## src/gpio_port_params.svh

```systemverilog
// Constants for the port data and pin-set register block.
// Assumes byte addressing on a 32-bit APB with aligned words.
`ifndef GPIO_PORT_PARAMS_SVH
`define GPIO_PORT_PARAMS_SVH

// ==========================================================
// Register byte addresses
`define ADDR_PORT0_PIN_SET    32'hffff0d24
`define ADDR_PORT1_PIN_SET    32'hffff0d34
`define ADDR_PORT2_DIR_OUT_IN 32'hffff0d40

// ==========================================================
// Port2 direction bits
`define P2_DIR6 30
`define P2_DIR5 29
`define P2_DIR4 28
`define P2_DIR1 25
`define P2_DIR0 24
// Port2 output value bits
`define P2_OUT6 22
`define P2_OUT5 21
`define P2_OUT1 17
`define P2_OUT0 16
// Port2 input status bits
`define P2_IN6 6
`define P2_IN5 5
`define P2_IN4 4
`define P2_IN1 1
`define P2_IN0 0
// Bits that read back anything at all
`define P2_RD_MASK 32'h7363_0073

// ==========================================================
// Set register fields
`define P0_SET_HI 20
`define P0_SET_LO 16
`define P1_SET_HI 17
`define P1_SET_LO 16

// ==========================================================
// Reset values
`define P2_DIR_RESET 5'h00
`define P2_VAL_RESET 4'h0
`define P0_VAL_RESET 5'h00
`define P1_VAL_RESET 2'h0
`define RDATA_RESET  32'h0000_0000

`endif

```

## src/gpio_port_pkg.sv

```systemverilog
// Types shared by the port register block and its helpers.
// Assumes gpio_port_params.svh supplies the numeric constants.
package gpio_port_pkg;

  // ==========================================================
  // Register selected by an APB address
  typedef enum logic [1:0] {
    SEL_NONE,
    SEL_P0SET,
    SEL_P1SET,
    SEL_P2DAT
  } reg_sel_t;

  // Pin vectors: port2 pins ordered {6,5,4,1,0}
  typedef logic [4:0] port2_vec_t;

endpackage

```

## src/pin_sync_if.sv

```systemverilog
// Carrier between the register block and its pin synchroniser.
// Assumes one clock domain on both sides.
`timescale 1ns/1ps
interface pin_sync_if #(parameter int WIDTH = 5);
  logic [WIDTH-1:0] raw;
  logic [WIDTH-1:0] synced;
  modport sync (input raw, output synced);
  modport user (output raw, input synced);
endinterface // pin_sync_if

```

## src/pin_sync.sv

```systemverilog
// Two-stage synchroniser for asynchronous pin levels.
// Assumes raw levels may change at any time against core_clk.
`timescale 1ns/1ps
module pin_sync #(
  parameter int WIDTH = 5
) (
  input  wire logic   core_clk, // System clock
  input  wire logic   reset,    // Async reset, active high
  pin_sync_if.sync    bus       // Raw in, synced out
);
  import gpio_port_pkg::*;

  logic [WIDTH-1:0] stage1_reg;
  logic [WIDTH-1:0] stage2_reg;

  // ==========================================================
  // Double flop; stage1 is read by stage2 only (metastability)
  always_ff @(posedge core_clk or posedge reset)
  begin
    if (reset)
    begin
      stage1_reg <= '0;
      stage2_reg <= '0;
    end
    else
    begin
      stage1_reg <= bus.raw;
      stage2_reg <= stage1_reg;
    end
  end

  assign bus.synced = stage2_reg;
endmodule // pin_sync

```

## src/gpio_port_regs.sv

```systemverilog
// APB slave holding the port2 data register and the port0/port1
// pin-set registers, with the pin drivers they steer.
// Assumes a single core_clk domain; pin inputs are asynchronous.
// Functional notes
// - Port2 data word is 32 bits
// - Bit 30 sets pin6 direction
// - Bit 29 sets pin5 direction
// - Bit 28 sets pin4 direction
// - Bits 25, 24 set pin1, pin0 direction
// - Bits 22, 21 drive pins 6, 5
// - Bits 17, 16 drive pins 1, 0
// - Bits 6, 5, 4 read pin levels
// - Bits 1, 0 read pin levels
// - Port0 set bits 20..16 raise pins
// - Writing zero to set bit changes nothing
// - Only pins written as one change
// - Port1 set register is write-only
// - Port1 set bits 17, 16 raise pins
//
// Local design decision: register access over APB.
`timescale 1ns/1ps
`include "gpio_port_params.svh"
module gpio_port_regs (
  input  wire logic                     core_clk,     // System clock
  input  wire logic                     reset,        // Async reset, high
  input  wire logic                     psel,         // APB select
  input  wire logic                     penable,      // APB enable
  input  wire logic                     pwrite,       // APB direction
  input  wire logic [31:0]              paddr,        // APB byte address
  input  wire logic [31:0]              pwdata,       // APB write data
  output logic      [31:0]              prdata,       // APB read data
  output logic                          pready,       // APB ready
  output logic                          pslverr,      // APB error
  input  wire gpio_port_pkg::port2_vec_t port2PinIn,  // Port2 pin levels
  output logic [4:0]                    port2PinOut,  // Port2 drive value
  output logic [4:0]                    port2PinOe,   // Port2 drive enable
  input  wire logic [4:0]               port0Dir,     // Port0 directions
  output logic [4:0]                    port0PinOut,  // Port0 drive value
  output logic [4:0]                    port0PinOe,   // Port0 drive enable
  input  wire logic [1:0]               port1Dir,     // Port1 directions
  output logic [1:0]                    port1PinOut,  // Port1 drive value
  output logic [1:0]                    port1PinOe    // Port1 drive enable
);
  import gpio_port_pkg::*;

  // ==========================================================
  // Declarations
  reg_sel_t    sel;
  logic        accessDone_reg;
  logic        wrFire;
  logic        rdLoad;
  logic [31:0] prdata_reg;
  logic [31:0] rdValue;
  logic [4:0]  p2Dir_reg;   // {6,5,4,1,0}
  logic [3:0]  p2Val_reg;   // {6,5,1,0}
  logic [4:0]  p0Val_reg;
  logic [1:0]  p1Val_reg;
  logic [4:0]  p0SetBits;
  logic [1:0]  p1SetBits;
  port2_vec_t  p2Synced;

  // ==========================================================
  // Address decode, shared by read and write paths
  function automatic reg_sel_t decodeAddr(input logic [31:0] addr);
    reg_sel_t s;
    s = SEL_NONE;
    case (addr)
      `ADDR_PORT0_PIN_SET:    s = SEL_P0SET;
      `ADDR_PORT1_PIN_SET:    s = SEL_P1SET;
      `ADDR_PORT2_DIR_OUT_IN: s = SEL_P2DAT;
      default:                s = SEL_NONE;
    endcase
    return s;
  endfunction

  assign sel = decodeAddr(paddr);

  // ==========================================================
  // Pin input synchroniser
  pin_sync_if #(.WIDTH(5)) syncBus ();

  assign syncBus.raw = port2PinIn;
  assign p2Synced    = syncBus.synced;

  pin_sync #(
    .WIDTH    (5)
  ) u_pin_sync (
    .core_clk (core_clk),
    .reset    (reset),
    .bus      (syncBus)
  );

  // ==========================================================
  // APB handshake: one wait cycle so read data comes from a flop
  always_ff @(posedge core_clk or posedge reset)
  begin
    if (reset)
      accessDone_reg <= 1'b0;
    else if (psel && penable && !accessDone_reg)
      accessDone_reg <= 1'b1;
    else
      accessDone_reg <= 1'b0;
  end

  assign pready  = accessDone_reg;
  assign pslverr = pready && psel && penable && (sel == SEL_NONE);
  assign wrFire  = psel && penable && pready && pwrite && (sel != SEL_NONE);
  assign rdLoad  = psel && penable && !pready && !pwrite;

  // ==========================================================
  // Read mux; set registers are write-only and read as zero
  always_comb
  begin
    rdValue = '0;
    case (sel)
      SEL_P2DAT:
      begin
        rdValue[`P2_DIR6] = p2Dir_reg[4];
        rdValue[`P2_DIR5] = p2Dir_reg[3];
        rdValue[`P2_DIR4] = p2Dir_reg[2];
        rdValue[`P2_DIR1] = p2Dir_reg[1];
        rdValue[`P2_DIR0] = p2Dir_reg[0];
        rdValue[`P2_OUT6] = p2Val_reg[3];
        rdValue[`P2_OUT5] = p2Val_reg[2];
        rdValue[`P2_OUT1] = p2Val_reg[1];
        rdValue[`P2_OUT0] = p2Val_reg[0];
        rdValue[`P2_IN6]  = p2Synced[4];
        rdValue[`P2_IN5]  = p2Synced[3];
        rdValue[`P2_IN4]  = p2Synced[2];
        rdValue[`P2_IN1]  = p2Synced[1];
        rdValue[`P2_IN0]  = p2Synced[0];
      end
      default:
        rdValue = '0;
    endcase
  end

  // Read data captured in the wait cycle, held until next load
  always_ff @(posedge core_clk or posedge reset)
  begin
    if (reset)
      prdata_reg <= `RDATA_RESET;
    else if (rdLoad)
      prdata_reg <= rdValue;
  end

  assign prdata = prdata_reg;

  // ==========================================================
  // Port2 direction; written bits of input status are ignored
  always_ff @(posedge core_clk or posedge reset)
  begin
    if (reset)
      p2Dir_reg <= `P2_DIR_RESET;
    else if (wrFire && sel == SEL_P2DAT)
    begin
      p2Dir_reg[4] <= pwdata[`P2_DIR6];
      p2Dir_reg[3] <= pwdata[`P2_DIR5];
      p2Dir_reg[2] <= pwdata[`P2_DIR4];
      p2Dir_reg[1] <= pwdata[`P2_DIR1];
      p2Dir_reg[0] <= pwdata[`P2_DIR0];
    end
  end

  // Port2 output values
  always_ff @(posedge core_clk or posedge reset)
  begin
    if (reset)
      p2Val_reg <= `P2_VAL_RESET;
    else if (wrFire && sel == SEL_P2DAT)
    begin
      p2Val_reg[3] <= pwdata[`P2_OUT6];
      p2Val_reg[2] <= pwdata[`P2_OUT5];
      p2Val_reg[1] <= pwdata[`P2_OUT1];
      p2Val_reg[0] <= pwdata[`P2_OUT0];
    end
  end

  // ==========================================================
  // Set registers: OR in the ones, zeros leave pins alone
  assign p0SetBits = pwdata[`P0_SET_HI:`P0_SET_LO];
  assign p1SetBits = pwdata[`P1_SET_HI:`P1_SET_LO];

  always_ff @(posedge core_clk or posedge reset)
  begin
    if (reset)
      p0Val_reg <= `P0_VAL_RESET;
    else if (wrFire && sel == SEL_P0SET)
      p0Val_reg <= p0Val_reg | p0SetBits;
  end

  always_ff @(posedge core_clk or posedge reset)
  begin
    if (reset)
      p1Val_reg <= `P1_VAL_RESET;
    else if (wrFire && sel == SEL_P1SET)
      p1Val_reg <= p1Val_reg | p1SetBits;
  end

  // ==========================================================
  // Pin drivers; pin4 has no value bit so it drives low
  assign port2PinOut = {p2Val_reg[3:2], 1'b0, p2Val_reg[1:0]};
  assign port2PinOe  = p2Dir_reg;
  assign port0PinOut = p0Val_reg;
  assign port0PinOe  = port0Dir;
  assign port1PinOut = p1Val_reg;
  assign port1PinOe  = port1Dir;
endmodule // gpio_port_regs

```

## config.mk

```make
export PLATFORM = sky130hd
export DESIGN_NAME = gpio_port_regs
export DESIGN_NICKNAME = d
export VERILOG_FILES = /design/src/gpio_port_pkg.sv /design/src/pin_sync_if.sv /design/src/pin_sync.sv /design/src/gpio_port_regs.sv
export VERILOG_INCLUDE_DIRS = /design/src /design/src/src
export SDC_FILE = /design/constraint.sdc
export NUM_CORES = 1
export LEC_CHECK = 0
export BUFFER_PORTS_ARGS = -buffer_cell sky130_fd_sc_hd__buf_2
export CORE_MARGIN = 2
export CORE_UTILIZATION = 43
export CTS_CLUSTER_DIAMETER = 100
export DETAILED_ROUTE_END_ITERATION = 16
export PLACE_DENSITY = 0.95
export SYNTH_ARGS = -nofsm -noshare
export SYNTH_HDL_FRONTEND = slang
export SYNTH_SLANG_ARGS = --single-unit
```

## constraint.sdc

```tcl
create_clock -name core_clk -period 3 [get_ports core_clk]
set_input_delay 0.15 -clock core_clk [delete_from_list [all_inputs] [get_ports core_clk]]
set_output_delay 0.15 -clock core_clk [all_outputs]
set_load 0.03 [all_outputs]
```

==> results.md <==
- Status: complete, no violations
- Placed cell count: about 290
- Iteration count of the initial detailed-routing pass: 4
- Leak: between 1 and 1.5 nW
- GRT overflow: 0
- Vias in the first global route: 1432
- CP max-delay cell: nor4_4
- Die H: ~70 um
- Clock Path Buffers: 2
- CP peak stage delay: between 0.3 and 0.4 ns
- Power per cell area: roughly 500 nW/um2
- CTS H-tree lvls: 2
- Synth cell count leaders: dfrtp_1, nand2_1, buf_4
- Clock tree sinks: slightly above 40
- Die footprint: just under 5000 um2
- Crit share post-route: 0.5515
- Mapped cell area: 1854 um2
- Final min period: roughly 1.7 ns
- Worst hold-check path type: in -> reg
- Starting density of the core: 0.4538
- Storage cell area: about 1000 um2
- FFs w/ async S/R, synth: 1.000
- Netlist cell types: 23
- RR Endpoint: prdata[17]
- Setup clock skew after layout: 0.003244 ns
- Initial antenna violation count: 0
- Crit end category: output port
- Total global-route track usage: 0.1664
- Crit path kind: in -> out
- DP Wirelength: between 3000 and 4000 um
- Required @ worst endpoint: between 2 and 3 ns
- DRC: 0
- Cell mode on critical path: buf_2
- Critical Path Source: paddr[12]
- Cells after Synth: 163
- Nature of the critical path startpoint: input port
- Setup crit end: pslverr
- Cell depth of the worst setup path: 6
- Critical Path AT: ~1.5 ns
- DR WL/cell: roughly 13 um
- EDFF count, synth: 0
- Synth Flop Type: dfrtp_1
- Post-route ant nets: 0
- Max-slew headroom: 0.4168
- Setup Viol. Count Final: 0
- Largest net degree at the start of global routing: 42
- Area growth from synthesis to final layout: 29.35%
- Cell taking the most area after synthesis: dfrtp_1
- Final non-filler cell total: 300
- Clock latency on the worst-skew pair: approximately 0.29 ns
- Core area: slightly above 4000 um2
- Top Ports: 139
- Post-DR vias/cell: 4.927
- N_diodes: 0
- Post-CTS setup buffers: 0
- Row cnt: 23
- Worst reg-to-reg path cell count: 3
- Synthesis-stage register bit count: between 40 and 50
- Clk slew on worst S/H paths: around 0.080 ns
- Worst r2r src: pready
- Highest clock rate: approximately 600 MHz
- Proportion of layout cells with a drive suffix above 1: 0.4400
- First-pass GRT wire length: 6492 um
- RSZ-0062 raised after global routing: no
- CP bufs+invs: 2
- CTS buffer count: 5
- Most common cell in the netlist: dfrtp_1
- DR vias: approximately 1500
- Setup Total Neg Slack: 0 ns
- Synth top area share: 0.5533
- CP Max Fanout: 8
- Peak supply drop: 0.3230 mV
- Setup slack, reg-to-reg: approximately 1.5 ns
- Yosys warns: 0
- Wirelength, routed: slightly above 4000 um
- Chip Width: between 60 and 70 um
- Max FFs per register: 14
- Ranking of synthesized cells by area: dfrtp_1, buf_4, nand2_1, mux2_2, nor4_4
- GP Congestion: between 0.7 and 0.8
- Maxcap violations: 0
- Drt initial violations: 56
- Slew Viols, Final: 0
- Delay-heaviest family, CP: simple AND/OR/NAND/NOR gates
- Root Driver: clkbuf_8
- CTS tree: done
- Post-Syn Area per Cell: between 10 and 15 um2
- Nets: 330
- Worst slew pin tran: ~0.87 ns
- Crit path cell chain: buf_2, nand4b_1, nor4_4, nand2_1, o21a_1, buf_2
- Final hold vios: 0
- Area of the multi-input gates: ~680 um2
- Post-synthesis sequential area ratio: 0.5533
- Fillcell total: about 350
- Number of I/O port buffers: 85
area by class of cell:
class,count,share of cell area
Clock inverter,3,0.02869
Multi-Input combinational cell,108,0.2817
Clock buffer,5,0.02869
Inverter,1,0.001565
Timing Repair Buffer,92,0.2055
Sequential cell,41,0.4278
Tap cell,50,0.02608
per-layer routing:
layer / up-vias / wire length (um) / GRT usage
met5: - / 0 / 0
met4: 0 / 43 / 0.04060
met3: 7 / 249 / 0.04942
met2: 64 / 2199 / 0.3120
met1: 718 / 1557 / 0.1831
li1: 689 / - / -
logic make-up after synthesis:
family	after synthesis	synth area share
mux	9	0.05466
simple gates	57	0.1937
compound gates	23	0.07490
flops	41	0.5533
buf+inv	32	0.1215
other cells	1	0.002022
cells in the final DEF, fill, tap and decap left out, drive strengths merged:
cell type | netlist | final
or3 | 1 | 1
conb | 1 | 19
nor4b | 1 | 1
nand2 | 31 | 31
nor3 | 1 | 1
nand2b | 1 | 1
nor4 | 3 | 3
nor2 | 2 | 2
nand4 | 7 | 7
inv | 1 | 1
o21ai | 15 | 15
buf | 27 | 86
and3 | 3 | 3
dlygate4sd3 | 0 | 6
clkinv | 0 | 1
bufinv | 0 | 2
dfrtp | 41 | 41
nand4b | 7 | 7
clkbuf | 4 | 5
mux2 | 9 | 9
o21bai | 7 | 7
o21a | 1 | 1
where the power goes:
group / switching, mW / internal, mW / total, mW / leakage (nW)
Clock: 0.192 / 0.335 / 0.527 / 0.0687
Combinational: 0.0706 / 0.0367 / 0.107 / 0.656
Sequential: 0.00261 / 0.560 / 0.562 / 0.549
stage by stage:
step	power [mW]	cell area, um2	utilization	worst slack [ns]	hold WS [ns]
finish	1.196	2399	0.5870	1.345	0.08843
global route	1.246	2399	0.5870	1.231	0.08106
CTS	1.211	2399	0.5870	1.343	0.08294
detailed placement	0.6751	2201	0.5386	1.090	0.2593
global placement	0.6718	2201	0.5386	1.149	0.2583
floorplan	0.6641	1922	-	1.451	0.1814
repair_timing:
item	CTS	global route
endpoints found under the setup margin	0	0
gates resized for setup	0	0
hold buffers	6	0
hold endpoints to repair	46	0
how the worst min path moves through the flow:
stage / start / endpoint / slack (ns) / cells past startpoint
after floorplan: port2PinIn[0] / u_pin_sync.stage1_reg[0] / 0.18 / 0
after global placement: port2PinIn[2] / u_pin_sync.stage1_reg[2] / 0.26 / 1
after detailed placement: port2PinIn[0] / u_pin_sync.stage1_reg[0] / 0.26 / 1
after CTS: pwdata[24] / port2PinOe[0] / 0.08 / 2
after global routing: pwdata[28] / port2PinOe[2] / 0.08 / 2
final: pwdata[24] / port2PinOe[0] / 0.09 / 2
(Power assumes the default switching activity.)
